<file path="src/rtl/tone_codec_map.vh">
`ifndef TONE_CODEC_MAP_VH
`define TONE_CODEC_MAP_VH
// Clock and symbol timing
`define CLK_MHZ 250
`define LONG_US 500
`define SHORT_US 250
`define LONG_CYC (`LONG_US * `CLK_MHZ)
`define SHORT_CYC (`SHORT_US * `CLK_MHZ)
// Acceptance windows as fractions of the nominal half-cycle: 4/5 to 6/5
// gives 200..300 us for short and 400..600 us for long, with a gap between
`define WIN_NUM_LO 4
`define WIN_NUM_HI 6
`define WIN_DEN 5
// Packet layout in half-cycles
`define SYNC_HC 14
`define DATA_HC 48
`define GROUPS 24
`define NULL_GRP 4'hF
// Sync field, one bit per half-cycle, 1 = long, oldest first in bit 13
`define SYNC_PAT 14'h2A95
// Valid data groups, 1 = long, first half-cycle in bit 3
`define PAT_00 4'h3
`define PAT_01 4'h6
`define PAT_10 4'h9
`define PAT_11 4'hC
`endif

</file>
<file path="src/rtl/half_cycle_rx.v">
`timescale 1ns/1ps
`include "tone_codec_map.vh"
module half_cycle_rx #(
    parameter CNT_W = 18,
    parameter LONG_HC = `LONG_CYC,
    parameter SHORT_HC = `SHORT_CYC
) (
    // Clock and reset
    input wire clk_in,
    input wire rst_b_in,
    // Synchronised tone input
    input wire tone_in,
    // Classified half-cycle
    output reg hc_valid_out,
    output reg hc_long_out,
    output reg hc_bad_out
);
    reg tone_d;
    reg [CNT_W-1:0] width;
    wire edge_seen;

    // Windows in cycles; the gap between them catches mid-length noise
    localparam integer SHORT_MIN = SHORT_HC * `WIN_NUM_LO / `WIN_DEN;
    localparam integer SHORT_MAX = SHORT_HC * `WIN_NUM_HI / `WIN_DEN;
    localparam integer LONG_MIN = LONG_HC * `WIN_NUM_LO / `WIN_DEN;
    localparam integer LONG_MAX = LONG_HC * `WIN_NUM_HI / `WIN_DEN;

    assign edge_seen = tone_in ^ tone_d;

    ////////////////////////////////////////////////////////////////////
    // Measure each half-cycle and classify it on its closing edge
    always @(posedge clk_in or negedge rst_b_in) begin
        if (!rst_b_in) begin
            tone_d <= 1'b0;
            width <= {CNT_W{1'b0}};
            hc_valid_out <= 1'b0;
            hc_long_out <= 1'b0;
            hc_bad_out <= 1'b0;
        end else begin
            tone_d <= tone_in;
            hc_valid_out <= edge_seen;
            if (edge_seen) begin
                width <= {CNT_W{1'b0}};
                hc_long_out <= (width >= LONG_MIN);
                // Anything outside both windows is flagged bad
                hc_bad_out <= !((width >= SHORT_MIN &&
                    width <= SHORT_MAX) || (width >= LONG_MIN &&
                    width <= LONG_MAX));
            end else if (width != {CNT_W{1'b1}}) begin
                width <= width + 1'b1; // Saturates on a dead line
            end
        end
    end
endmodule // half_cycle_rx

</file>
<file path="src/rtl/half_cycle_tone_codec.v">
// Overview of operation
// - Encode data into symbols, never pass raw
// - Unbroken tone while transmitting
// - Half-cycles are 500 or 250 us
// - Idle preamble is all long half-cycles
// - Four-half-cycle groups, four valid patterns
// - Invalid group discards the whole packet
// - All-long group is null, packet kept
// - Packet starts with 14 half-cycle sync
// - 48 data half-cycles carry 24 bits
// - Three-byte packet about 23 ms on air
// - Classify each half-cycle before group decode
// - Packet carries sync and three FIFO bytes
// - Missing bytes filled with idle pattern
// - Key transmitter off when FIFO empty
`timescale 1ns/1ps
`include "tone_codec_map.vh"
module half_cycle_tone_codec #(
    parameter CNT_W = 18,
    parameter LONG_HC = `LONG_CYC,
    parameter SHORT_HC = `SHORT_CYC,
    parameter [15:0] GROUP_MAP = {`PAT_11, `PAT_10, `PAT_01, `PAT_00}
) (
    // Clock and reset
    input wire clk_in,
    input wire rst_b_in,
    // Transmit byte source (FIFO side)
    input wire tx_valid_in,
    input wire [7:0] tx_data_in,
    output wire tx_ready_out,
    // Radio baseband, transmit
    output reg tone_out,
    output reg key_out,
    // Radio baseband, receive
    input wire tone_in,
    // Received bytes (FIFO side)
    output reg rx_valid_out,
    output reg [7:0] rx_data_out
);
    localparam S_IDLE = 4'b0001;
    localparam S_PRE = 4'b0010;
    localparam S_SYNC = 4'b0100;
    localparam S_DATA = 4'b1000;
    // Counter reloads and sync layout; cut to width where they are used
    localparam integer LONG_LOAD = LONG_HC - 1;
    localparam integer SHORT_LOAD = SHORT_HC - 1;
    localparam integer SYNC_N = `SYNC_HC;
    localparam integer SYNC_TOP = `SYNC_HC - 1;
    localparam [13:0] SYNC_WORD = `SYNC_PAT;

    // Group pattern for a dibit, from the one shared map
    function [3:0] pat_of;
        input [1:0] d;
        begin
            pat_of = GROUP_MAP[d*4 +: 4];
        end
    endfunction

    // Dibit for a pattern; bit 2 flags a void group
    function [2:0] dibit_of;
        input [3:0] p;
        begin
            if (p == GROUP_MAP[3:0]) dibit_of = 3'h0;
            else if (p == GROUP_MAP[7:4]) dibit_of = 3'h1;
            else if (p == GROUP_MAP[11:8]) dibit_of = 3'h2;
            else if (p == GROUP_MAP[15:12]) dibit_of = 3'h3;
            else dibit_of = 3'h4;
        end
    endfunction

    ////////////////////////////////////////////////////////////////////
    // Transmit side
    reg [3:0] state;
    reg [CNT_W-1:0] hc_cnt;
    reg [5:0] hc_idx;
    reg [23:0] payload;
    reg [2:0] fill;
    reg [1:0] byte_cnt;
    reg sym_long;
    wire hc_end;
    wire [5:0] d_idx;
    wire [3:0] cur_pat;

    assign hc_end = (hc_cnt == {CNT_W{1'b0}});
    assign d_idx = hc_idx - SYNC_N[5:0];
    assign cur_pat = fill[2 - d_idx[5:4]] ?
        pat_of(payload[23 - {d_idx[5:2], 1'b0} -: 2]) : `NULL_GRP;
    // Bytes are taken only while a packet is being assembled
    // A byte taken on the edge that realigns the payload would be lost
    assign tx_ready_out = (state != S_DATA) && (byte_cnt != 2'd3) &&
        !(state == S_SYNC && hc_end && hc_idx == SYNC_TOP);

    // Long or short for the half-cycle after this one
    always @* begin
        if (state == S_SYNC)
            sym_long = SYNC_WORD[SYNC_TOP - hc_idx];
        else if (state == S_DATA)
            sym_long = cur_pat[2'd3 - d_idx[1:0]];
        else
            sym_long = 1'b1;
    end

    // Tone generator: each half-cycle end flips the line
    always @(posedge clk_in or negedge rst_b_in) begin
        if (!rst_b_in) begin
            state <= S_IDLE;
            hc_cnt <= {CNT_W{1'b0}};
            hc_idx <= 6'd0;
            payload <= 24'h000000;
            fill <= 3'b000;
            byte_cnt <= 2'd0;
            tone_out <= 1'b0;
            key_out <= 1'b0;
        end else begin
            if (tx_valid_in && tx_ready_out) begin
                payload <= {payload[15:0], tx_data_in};
                fill <= {fill[1:0], 1'b1};
                byte_cnt <= byte_cnt + 2'd1;
            end
            if (state == S_IDLE) begin
                if (tx_valid_in) begin
                    state <= S_PRE;
                    key_out <= 1'b1;
                    hc_cnt <= LONG_LOAD[CNT_W-1:0];
                end
            end else if (hc_end) begin
                tone_out <= ~tone_out;
                hc_cnt <= sym_long ? LONG_LOAD[CNT_W-1:0] :
                    SHORT_LOAD[CNT_W-1:0];
                case (state)
                    S_PRE: begin
                        // Keep preamble until a byte is held
                        if (byte_cnt != 2'd0) begin
                            state <= S_SYNC;
                            hc_idx <= 6'd0;
                        end else if (!tx_valid_in) begin
                            state <= S_IDLE;
                            key_out <= 1'b0;
                        end
                    end
                    S_SYNC: begin
                        hc_idx <= hc_idx + 6'd1;
                        if (hc_idx == `SYNC_HC - 1) begin
                            state <= S_DATA;
                            // Left-align short packets; rest is idle
                            if (byte_cnt == 2'd1) begin
                                payload <= {payload[7:0], 16'h0000};
                                fill <= 3'b100;
                            end else if (byte_cnt == 2'd2) begin
                                payload <= {payload[15:0], 8'h00};
                                fill <= 3'b110;
                            end
                        end
                    end
                    S_DATA: begin
                        hc_idx <= hc_idx + 6'd1;
                        if (hc_idx == `SYNC_HC + `DATA_HC - 1) begin
                            state <= S_PRE;
                            byte_cnt <= 2'd0;
                            fill <= 3'b000;
                        end
                    end
                    default: state <= S_IDLE;
                endcase
            end else begin
                hc_cnt <= hc_cnt - 1'b1;
            end
        end
    end

    ////////////////////////////////////////////////////////////////////
    // Receive side: synchroniser, then half-cycle classifier
    reg tone_s1;
    reg tone_s2;
    wire hc_valid;
    wire hc_long;
    wire hc_bad;

    always @(posedge clk_in or negedge rst_b_in) begin
        if (!rst_b_in) begin
            tone_s1 <= 1'b0;
            tone_s2 <= 1'b0;
        end else begin
            tone_s1 <= tone_in;
            tone_s2 <= tone_s1;
        end
    end

    half_cycle_rx #(
        .CNT_W(CNT_W),
        .LONG_HC(LONG_HC),
        .SHORT_HC(SHORT_HC)
    ) u_hc (
        .clk_in(clk_in),
        .rst_b_in(rst_b_in),
        .tone_in(tone_s2),
        .hc_valid_out(hc_valid),
        .hc_long_out(hc_long),
        .hc_bad_out(hc_bad)
    );

    // Sync hunt over a sliding window, then group decode
    reg [13:0] hist;
    reg in_pkt;
    reg void_pkt;
    reg [5:0] rx_idx;
    reg [2:0] grp;
    reg [23:0] rx_word;
    reg [2:0] rx_fill;
    reg [1:0] out_cnt;
    wire [3:0] grp_now;
    wire [2:0] dib;

    assign grp_now = {grp, hc_long};
    assign dib = dibit_of(grp_now);

    // Packet bytes leave after decode, one per clock; the word is
    // held until all are out, so a following packet is never merged
    always @(posedge clk_in or negedge rst_b_in) begin
        if (!rst_b_in) begin
            hist <= 14'h0000;
            in_pkt <= 1'b0;
            void_pkt <= 1'b0;
            rx_idx <= 6'd0;
            grp <= 3'b000;
            rx_word <= 24'h000000;
            rx_fill <= 3'b000;
            out_cnt <= 2'd0;
            rx_valid_out <= 1'b0;
            rx_data_out <= 8'h00;
        end else begin
            rx_valid_out <= 1'b0;
            if (out_cnt != 2'd0) begin
                out_cnt <= out_cnt - 2'd1;
                if (rx_fill[2]) begin
                    rx_valid_out <= 1'b1;
                    rx_data_out <= rx_word[23:16];
                end
                rx_word <= {rx_word[15:0], 8'h00};
                rx_fill <= {rx_fill[1:0], 1'b0};
            end else if (hc_valid) begin
                hist <= {hist[12:0], hc_long};
                if (!in_pkt) begin
                    if ({hist[12:0], hc_long} == `SYNC_PAT && !hc_bad) begin
                        in_pkt <= 1'b1;
                        void_pkt <= 1'b0;
                        rx_idx <= 6'd0;
                        rx_fill <= 3'b111;
                    end
                end else begin
                    if (hc_bad)
                        void_pkt <= 1'b1;
                    rx_idx <= rx_idx + 6'd1;
                    if (rx_idx[1:0] != 2'd3) begin
                        grp <= {grp[1:0], hc_long};
                    end else if (grp_now == `NULL_GRP) begin
                        // Null group keeps the packet alive
                        rx_word <= {rx_word[21:0], 2'b00};
                        rx_fill[2 - rx_idx[5:4]] <= 1'b0;
                    end else begin
                        rx_word <= {rx_word[21:0], dib[1:0]};
                        if (dib[2])
                            void_pkt <= 1'b1;
                    end
                    if (rx_idx == `DATA_HC - 1) begin
                        in_pkt <= 1'b0;
                        hist <= 14'h0000;
                        // Noisy packets produce no output at all
                        if (!void_pkt && !hc_bad && !(dib[2] &&
                            grp_now != `NULL_GRP))
                            out_cnt <= 2'd3;
                    end
                end
            end
        end
    end
endmodule // half_cycle_tone_codec

</file>
<file path="config.mk">
export PLATFORM = sky130hd
export DESIGN_NAME = half_cycle_tone_codec
export DESIGN_NICKNAME = d
export VERILOG_FILES = /design/src/rtl/half_cycle_rx.v /design/src/rtl/half_cycle_tone_codec.v
export VERILOG_INCLUDE_DIRS = /design/src /design/src/rtl
export SDC_FILE = /design/constraint.sdc
export NUM_CORES = 1
export LEC_CHECK = 0
export BUFFER_PORTS_ARGS = -buffer_cell sky130_fd_sc_hd__buf_2
export CORE_MARGIN = 4
export CORE_UTILIZATION = 50
export DETAILED_ROUTE_END_ITERATION = 8
export PLACE_DENSITY = 0.66
export SYNTH_ARGS = -nofsm -noshare
export SYNTH_HDL_FRONTEND = slang
export SYNTH_SLANG_ARGS = --single-unit
</file>
<file path="constraint.sdc">
create_clock -name clk_in -period 3.4 [get_ports clk_in]
set_input_delay 0.51 -clock clk_in [delete_from_list [all_inputs] [get_ports clk_in]]
set_output_delay 0.51 -clock clk_in [all_outputs]
set_load 0.02 [all_outputs]
</file>
==> flow_summary.yaml, run 1 <==
run_status:
  status: "completed"
drt:
  drc: 0
  vias_per_cell: 5.94
  totalWireLength_um: 16200
  drt-pass1-iter-count: 5
  drt-initial-drc-count: 376
  avgRoutedWirePerCell_um: 15.9
  postRouteAntennaNets: 0
  vias: 6033
timing:
  finClkSkew_ns: 0.00992
  fmax_mhz: 327
  tightest_slew_ns: 1.09
  min_period_over_period_pct: 89.9
  hold_violations: 0
  setup_tns_ns: 0
  rsz0062_at_grt: "false"
  drv_slew: 0
  finalSetupViolCount: 0
  fin_crit_ns: 3.06
  relSlewSlack_pct: 27.4
  postLayoutSetupSlackWorst_ns: 0.344
critical_path:
  cp_num_buf_inv: 1
  max_stage_delay_ns: 0.57
  cpLargestDelayFamily: "simple AND/OR/NAND/NOR gates"
  worstPathArrival_ns: 3.37
  endpoint_kind: "register"
  required_ns: 3.72
  critPathMaxFanout: 9
  start_kind: "register"
  crit_chain: "nand3_1 > xnor2_1 > inv_1 > ha_1 > nor4bb_1 > mux2i_1 > o311ai_0 > or4_4 > o21a_4 > o21a_1"
  critPathSlowestCell: "or4_4"
  worstSetupPathType: "reg2reg"
clocking:
  clkTransAtPathRegs_ns: 0.06
  post_cts_resized: 0
  holdBufCountCts: 0
  numCtsBuffers: 17
  insertion_delay_ns: 0.43
  clk_path_buf_depth: 2
  clockRootBuffer: "clkbuf_16"
  cts_max_level: 4
  cts_tree: "done"
  clock-sinks: 145
  cts_setup_buffers: 0
synth:
  synth_seq_cells: 145
  synth_flop_cell: "dfrtp_1"
  synth_area_per_cell_um2: 9.68
  synth_edf_count: 0
  async_flop_share_pct: 100
  syn_inst: 802
  syn-num-nets: 829
  yosys_warnings: 0
  synthesis.area_mm2: 0.00776
  seq_area_frac_synth_pct: 46.8
  netlist-cell-type-count: 69
layout:
  final_nets: 842
  diodes: 0
  syn2layout_area_growth_pct: 11.1
  most-common-layout-cells: "dfrtp_1, nand2_1, nor2_1, mux2i_1, o21ai_0"
  layout.cells.most_common: "dfrtp_1"
  final_util_pct: 56.7
  drive_gt1_share_pct: 11.6
floorplanning:
  fp-row-count: 45
  fp.coreArea_mm2: 0.0152
  start_util_pct: 51.0
  dieHeight_um: 133
  io_pins: 24
  die_area_mm2: 0.0176
  die_x_um: 133
power:
  power.internal_mw: 3.74
  seqPwrFrac_pct: 42.1
  p_sw_mw: 1.76
  peakVddDrop_v: 0.000411
  p_clk_share_pct: 34.9
  p_leak_nw: 3.91
  p_sw_share_pct: 32.0
  cellPowerDensity_mw_per_mm2: 638
  combPwrFrac_pct: 23.0
placement:
  post-place-ws_ns: 0.386
  numPortBuffers: 23
  globalplace.congestion: 0.872
  dp.final_hpwl_um: 10900
job:
  timing.max_cap.violations: 0
grt:
  track_usage_pct: 18.5
  grt_pass1_wl_um: 27000
  antenna_found_initial: 0
  grt_pass1_vias: 5561
  grt_overflow: 0
  grt_max_degree: 121
min_path:
  hold_path.class: "in2reg"
-- worst reg2reg max path, cell delays in order (launching register included) --
cell      delay, ns
dfrtp_1        0.51
nand3_1        0.14
xnor2_1        0.25
inv_1          0.11
ha_1           0.48
nor4bb_1       0.11
mux2i_1        0.15
o311ai_0       0.15
or4_4          0.58
o21a_4         0.27
o21a_1         0.19
-- synth_stat cells (11+ instances only) --
master | count | area, um^2
mux2_2 | 15 | 169
nor2_1 | 63 | 236
o21ai_1 | 22 | 110
ha_1 | 15 | 188
dfrtp_1 | 144 | 3600
nand3_1 | 22 | 110
inv_1 | 31 | 116
a22o_1 | 21 | 184
nand2_1 | 92 | 345
o21ai_0 | 49 | 245
nor3_1 | 22 | 110
mux2i_1 | 53 | 531
xnor2_1 | 14 | 123
clkbuf_1 | 28 | 105
nand4_1 | 12 | 75.1
a21oi_1 | 39 | 195
xor2_1 | 11 | 96.3
-- layer usage --
layer / up-vias / GRT usage, % / wire length, um
met5: - / 0 / 0
met4: 0 / 6.99 / 255
met3: 32 / 4.45 / 672
met2: 156 / 28.3 / 7530
met1: 2931 / 25.7 / 7740
li1: 2914 / - / -
-- cell type report --
| cell class | instances | area, um^2 |
|---|---|---|
| clock inverters | 13 | 161 |
| multi-input cells | 584 | 3810 |
| flip-flops and latches | 145 | 3630 |
| well taps | 188 | 235 |
| clock buffers | 19 | 443 |
| inverters | 31 | 116 |
| fillers | 1300 | 6580 |
| repair buffers | 36 | 219 |
-- state kept, by name, summed over array words and instances (netlist names), 2 cells and up --
| register | flops |
|---|---|
| state | 4 |
| payload | 24 |
| fill | 3 |
| hc_idx | 6 |
| rx_idx | 6 |
| byte_cnt | 2 |
| u_hc.width | 18 |
| hc_cnt | 18 |
| rx_fill | 3 |
| out_cnt | 2 |
| rx_data_out | 8 |
| grp | 3 |
| hist | 13 |
| rx_word | 24 |
-- power groups by stage --
stage,Clock (mW),Combinational (mW),Sequential [mW]
floorplan,0,1.04,2.20
global placement,0,1.22,2.32
detailed placement,0,1.26,2.33
CTS,1.96,1.27,2.31
global route,2.03,1.42,2.35
finish,1.92,1.27,2.31
-- logic make-up after synthesis --
| group | after synthesis | share of synthesized area (%) |
|---|---|---|
| xor+xnor | 26 | 3.03 |
| buf+inv | 73 | 4.06 |
| fa+ha+maj | 15 | 2.42 |
| flops | 145 | 46.8 |
| compound gates | 183 | 14.8 |
| mux | 71 | 9.84 |
| simple gates | 289 | 19.1 |
-- path summary, 6_finish.rpt --
check	slack (ns)	to	cells after the start	from
worst max-delay path	0.34	hc_cnt[12]	10	hc_idx[3]
worst min-delay path	0.19	tone_s1	1	tone_in
worst max register to register	0.34	hc_cnt[12]	10	hc_idx[3]
worst min register to register	0.38	tone_s2	0	tone_s1
max in group asynchronous	2.28	payload[1]	2	rst_b_in
min in group asynchronous	0.22	hc_cnt[14]	1	rst_b_in
-- stage by stage --
step / instance area (um^2) / hold slack (ns) / cells / total power, mW
2_1_floorplan: 7760 / 0.214 / 802 / 3.24
3_3_place_gp: 8020 / 0.334 / 984 / 3.54
3_5_place_dp: 8020 / 0.355 / 984 / 3.59
4_1_cts: 8620 / 0.172 / 1016 / 5.53
5_1_grt: 8620 / 0.174 / 1016 / 5.80
6_report: 8620 / 0.192 / 1016 / 5.50
Power figures use the tool's default switching activity.
==> inputs of run 2 (changes only) <==
--- a/config.mk
+++ b/config.mk
@@ -8,9 +8,9 @@
 export LEC_CHECK = 0
 export BUFFER_PORTS_ARGS = -buffer_cell sky130_fd_sc_hd__buf_2
 export CORE_MARGIN = 4
-export CORE_UTILIZATION = 50
+export CORE_UTILIZATION = 40
 export DETAILED_ROUTE_END_ITERATION = 8
-export PLACE_DENSITY = 0.66
+export PLACE_DENSITY = 0.55
 export SYNTH_ARGS = -nofsm -noshare
 export SYNTH_HDL_FRONTEND = slang
 export SYNTH_SLANG_ARGS = --single-unit
==> flow_summary.yaml, run 2 (synthesis results as in run 1) <==
run_status:
  status: "completed"
drt:
  vias_per_cell: 5.43
  drc: 0
  totalWireLength_um: 16700
  postRouteAntennaNets: 0
  avgRoutedWirePerCell_um: 15.4
  drt-initial-drc-count: 379
  drt-pass1-iter-count: 4
  vias: 5911
grt:
  track_usage_pct: 16.0
  grt_overflow: 0
  antenna_found_initial: 0
  grt_pass1_wl_um: 28700
  grt_pass1_vias: 5826
  grt_max_degree: 74
clocking:
  numCtsBuffers: 17
  clkTransAtPathRegs_ns: 0.07
  holdBufCountCts: 0
  clock-sinks: 145
  clk_path_buf_depth: 2
  cts_setup_buffers: 0
  post_cts_resized: 0
  cts_tree: "done"
  clockRootBuffer: "clkbuf_16"
  cts_max_level: 4
  insertion_delay_ns: 0.42
power:
  seqPwrFrac_pct: 41.9
  p_clk_share_pct: 34.9
  power.internal_mw: 3.76
  cellPowerDensity_mw_per_mm2: 631
  p_sw_mw: 1.75
  peakVddDrop_v: 0.000343
  combPwrFrac_pct: 23.2
  p_sw_share_pct: 31.8
  p_leak_nw: 3.93
timing:
  finalSetupViolCount: 0
  setup_tns_ns: 0
  fin_crit_ns: 3.06
  rsz0062_at_grt: "false"
  min_period_over_period_pct: 90.1
  tightest_slew_ns: 0.999
  fmax_mhz: 326
  postLayoutSetupSlackWorst_ns: 0.335
  drv_slew: 0
  relSlewSlack_pct: 33.4
  finClkSkew_ns: 0.0105
  whs_ns: 0.106
  hold_violations: 0
critical_path:
  timing.rr.end: "hc_cnt[10]"
  r2r_cells: 10
  critPathSlowestCell: "or4_4"
  cp_num_buf_inv: 0
  start_kind: "register"
  cpLargestDelayFamily: "adder cells"
  critPathMaxFanout: 9
  crit_chain: "ha_1 > a21oi_1 > xor2_1 > ha_1 > nor4bb_1 > mux2i_1 > o311ai_0 > or4_4 > o21a_4 > o21a_1"
  required_ns: 3.70
  max_stage_delay_ns: 0.57
  worstSetupPathType: "reg2reg"
  timing.rr.start: "hc_idx[2]"
  endpoint_kind: "register"
  crit_top_cell: "ha_1"
  reg2reg_slack_ns: 0.34
  worstPathArrival_ns: 3.37
placement:
  dp.cells: 1057
  globalplace.congestion: 0.883
  post-place-ws_ns: 0.390
  numPortBuffers: 23
  dp.final_hpwl_um: 11300
layout:
  final_nets: 843
  drive_gt1_share_pct: 11.8
  layout.cells.most_common: "dfrtp_1"
  nFillCells: 1794
  syn2layout_area_growth_pct: 12.6
  final_cells: 1089
  diodes: 0
  reg_top3: "payload x24, rx_word x24"
  final_util_pct: 46.2
  most-common-layout-cells: "dfrtp_1, nand2_1, nor2_1, mux2i_1, o21ai_0"
  regArea_mm2: 0.00363
  multi_input_area_mm2: 0.00381
job:
  timing.max_cap.violations: 0
floorplanning:
  fp-row-count: 50
  die_area_mm2: 0.0217
  dieHeight_um: 147
  io_pins: 24
  die_x_um: 147
  start_util_pct: 41.1
  fp.coreArea_mm2: 0.0189
min_path:
  hold_path.class: "in2async"
## run 2: changes by cell type in the layout (fill, tap and decap cells not counted), sizes merged
cell      change
clkinv        +1
buf           +1
clkinvlp      -1
## run 2: worst max-delay path by stage
| stage | cells past startpoint | end | slack [ns] | startpoint |
|---|---|---|---|---|
| finish | 10 | hc_cnt[10] | 0.34 | hc_idx[2] |
| detailed placement | 10 | hc_cnt[10] | 0.39 | hc_idx[2] |
| global placement | 10 | hc_cnt[10] | 0.50 | hc_idx[2] |
| global route | 10 | hc_cnt[5] | 0.16 | hc_idx[2] |
| CTS | 6 | tx_ready_out | 0.35 | hc_cnt[2] |
| floorplan | 11 | hc_cnt[10] | 0.56 | hc_idx[2] |
## run 2: power groups by stage
| stage | clock (mW) | combinational (mW) | sequential [mW] |
|---|---|---|---|
| floorplan | 0 | 1.04 | 2.20 |
| detailed placement | 0 | 1.28 | 2.34 |
| global route | 2.06 | 1.44 | 2.36 |
| CTS | 1.99 | 1.29 | 2.31 |
| global placement | 0 | 1.24 | 2.33 |
| finish | 1.93 | 1.28 | 2.31 |
## run 2: cell type report
| type | instances | share of cell area [%] |
|---|---|---|
| Clock buffer | 19 | 5.18 |
| Multi-Input combinational cell | 584 | 43.7 |
| Sequential cell | 145 | 41.5 |
| Tap cell | 260 | 3.72 |
| Clock inverter | 13 | 1.82 |
| Timing Repair Buffer | 37 | 2.74 |
| Inverter | 31 | 1.33 |
## run 2: layer usage
metal	vias to the layer above	wire [um]	GRT usage [%]	part of all wire (%)
met2	78	7780	24.8	47
met5	-	0	0	0
met3	20	508	3.33	3.0
met4	0	214	5.08	1.3
met1	2892	8210	22.5	49
li1	2921	-	-	-
## run 2: per-stage QoR
stage / area (um^2) / power (mW)
5_1_grt: 8740 / 5.86
3_3_place_gp: 8130 / 3.57
3_5_place_dp: 8130 / 3.62
6_report: 8740 / 5.52
2_1_floorplan: 7760 / 3.24
4_1_cts: 8740 / 5.59
==> inputs of run 3 (changes only) <==
--- a/config.mk
+++ b/config.mk
@@ -9,6 +9,7 @@
 export BUFFER_PORTS_ARGS = -buffer_cell sky130_fd_sc_hd__buf_2
 export CORE_MARGIN = 4
 export CORE_UTILIZATION = 40
+export CTS_CLUSTER_SIZE = 30
 export DETAILED_ROUTE_END_ITERATION = 8
 export PLACE_DENSITY = 0.55
 export SYNTH_ARGS = -nofsm -noshare
==> constraint.sdc (replaced) <==
create_clock -name clk_in -period 3.2 [get_ports clk_in]
set_input_delay 0.48 -clock clk_in [delete_from_list [all_inputs] [get_ports clk_in]]
set_output_delay 0.48 -clock clk_in [all_outputs]
set_load 0.02 [all_outputs]
==> flow_summary.yaml, run 3 (synthesis results as in run 1) <==
power:
  peakVddDrop_v: 0.000387
  p_leak_nw: 3.90
  p_total_mw: 5.64
  cellPowerDensity_mw_per_mm2: 650
timing:
  fin_crit_ns: 3.01
  finalSetupViolCount: 0
  whs_ns: 0.0765
  setup_tns_ns: 0
  postLayoutSetupSlackWorst_ns: 0.191
  fmax_mhz: 332
  relSlewSlack_pct: 34.6
  hold_violations: 0
  min_period_over_period_pct: 94.0
  drv_slew: 0
  rsz0062_at_grt: "false"
  finClkSkew_ns: 0.0115
  tightest_slew_ns: 0.982
grt:
  grt_overflow: 0
  grt_pass1_wl_um: 29200
  track_usage_pct: 16.2
  antenna_found_initial: 0
  grt_pass1_vias: 5991
  grt_max_degree: 74
layout:
  final_util_pct: 45.9
  nFillCells: 1832
  regArea_mm2: 0.00363
  most-common-layout-cells: "dfrtp_1, nand2_1, nor2_1, mux2i_1, o21ai_0"
  layout.cells.most_common: "dfrtp_1"
  reg_top3: "payload x24, rx_word x24"
  diodes: 0
  drive_gt1_share_pct: 12.1
  multi_input_area_mm2: 0.00382
  syn2layout_area_growth_pct: 11.9
  final_nets: 846
drt:
  drt-initial-drc-count: 417
  vias: 5897
  totalWireLength_um: 16500
  avgRoutedWirePerCell_um: 15.1
  drt-pass1-iter-count: 5
  postRouteAntennaNets: 0
  vias_per_cell: 5.40
  drc: 0
floorplanning:
  fp.coreArea_mm2: 0.0189
  start_util_pct: 41.1
  die_x_um: 147
  die_area_mm2: 0.0217
  io_pins: 24
  dieHeight_um: 147
  fp-row-count: 50
clocking:
  clkTransAtPathRegs_ns: 0.06
  clk_path_buf_depth: 2
  cts_max_level: 4
  clockRootBuffer: "clkbuf_16"
  insertion_delay_ns: 0.43
  cts_tree: "done"
  holdBufCountCts: 0
  clock-sinks: 145
  numCtsBuffers: 17
critical_path:
  critPathMaxFanout: 9
  required_ns: 3.51
  endpoint_kind: "register"
  worstPathArrival_ns: 3.32
  worstSetupPathType: "reg2reg"
  start_kind: "register"
placement:
  post-place-ws_ns: 0.188
  numPortBuffers: 23
  dp.final_hpwl_um: 11500
  globalplace.congestion: 0.870
min_path:
  hold_path.class: "in2async"
run_status:
  status: "completed"
job:
  timing.max_cap.violations: 0
[run 3: critical path: stages (launching register included)]
cell and delay (ns):
dfrtp_1 0.45, ha_2 0.29, a21oi_1 0.10, xor2_1 0.16, ha_1 0.45, nor4bb_1 0.10, mux2i_1 0.15, o311ai_0 0.15
or4_4 0.57, o21a_4 0.27, o21a_1 0.18
[run 3: layout make-up]
class                           instances  share of cell area (%)
Clock buffer                           19                    5.10
Clock inverter                         13                    1.15
Inverter                               31                    1.34
Multi-Input combinational cell        584                    44.0
Sequential cell                       145                    41.8
Tap cell                              260                    3.75
Timing Repair Buffer                   40                    2.87
[run 3: power breakdown]
part | total, mW | leakage, nW | switching (mW) | internal, mW
logic | 1.34 | 1.78 | 0.748 | 0.594
clock network | 1.84 | 0.259 | 0.819 | 1.02
registers | 2.45 | 1.86 | 0.328 | 2.13
[run 3: metal layers]
| metal | part of all wire, % | track usage [%] |
|---|---|---|
| met1 | 49 | 22.4 |
| met2 | 47 | 25.6 |
| met3 | 2.9 | 3.24 |
| met4 | 1.2 | 5.27 |
| met5 | 0 | 0 |
[run 3: path summary, 6_finish.rpt]
path | slack [ns] | start | cells after the start | end
setup / recovery | 0.19 | hc_idx[2] | 10 | hc_cnt[5]
hold / removal | 0.08 | rst_b_in | 1 | hc_cnt[14]
setup reg to reg | 0.19 | hc_idx[2] | 10 | hc_cnt[5]
hold reg to reg | 0.35 | tone_s1 | 0 | tone_s2
max in group asynchronous | 2.36 | rst_b_in | 2 | rx_fill[2]
min in group clk_in | 0.16 | tone_in | 1 | tone_s1
[run 3: what timing repair did]
item                                    CTS  global route
endpoints found under the setup margin    0             3
gates resized for setup                   0             1
buffers inserted                          0             0
[run 3: per-stage QoR]
stage	std cells	area, um^2
finish	1092	8680
global route	1092	8680
CTS	1092	8680
detailed placement	1060	8140
global placement	1060	8140
floorplan	802	7760
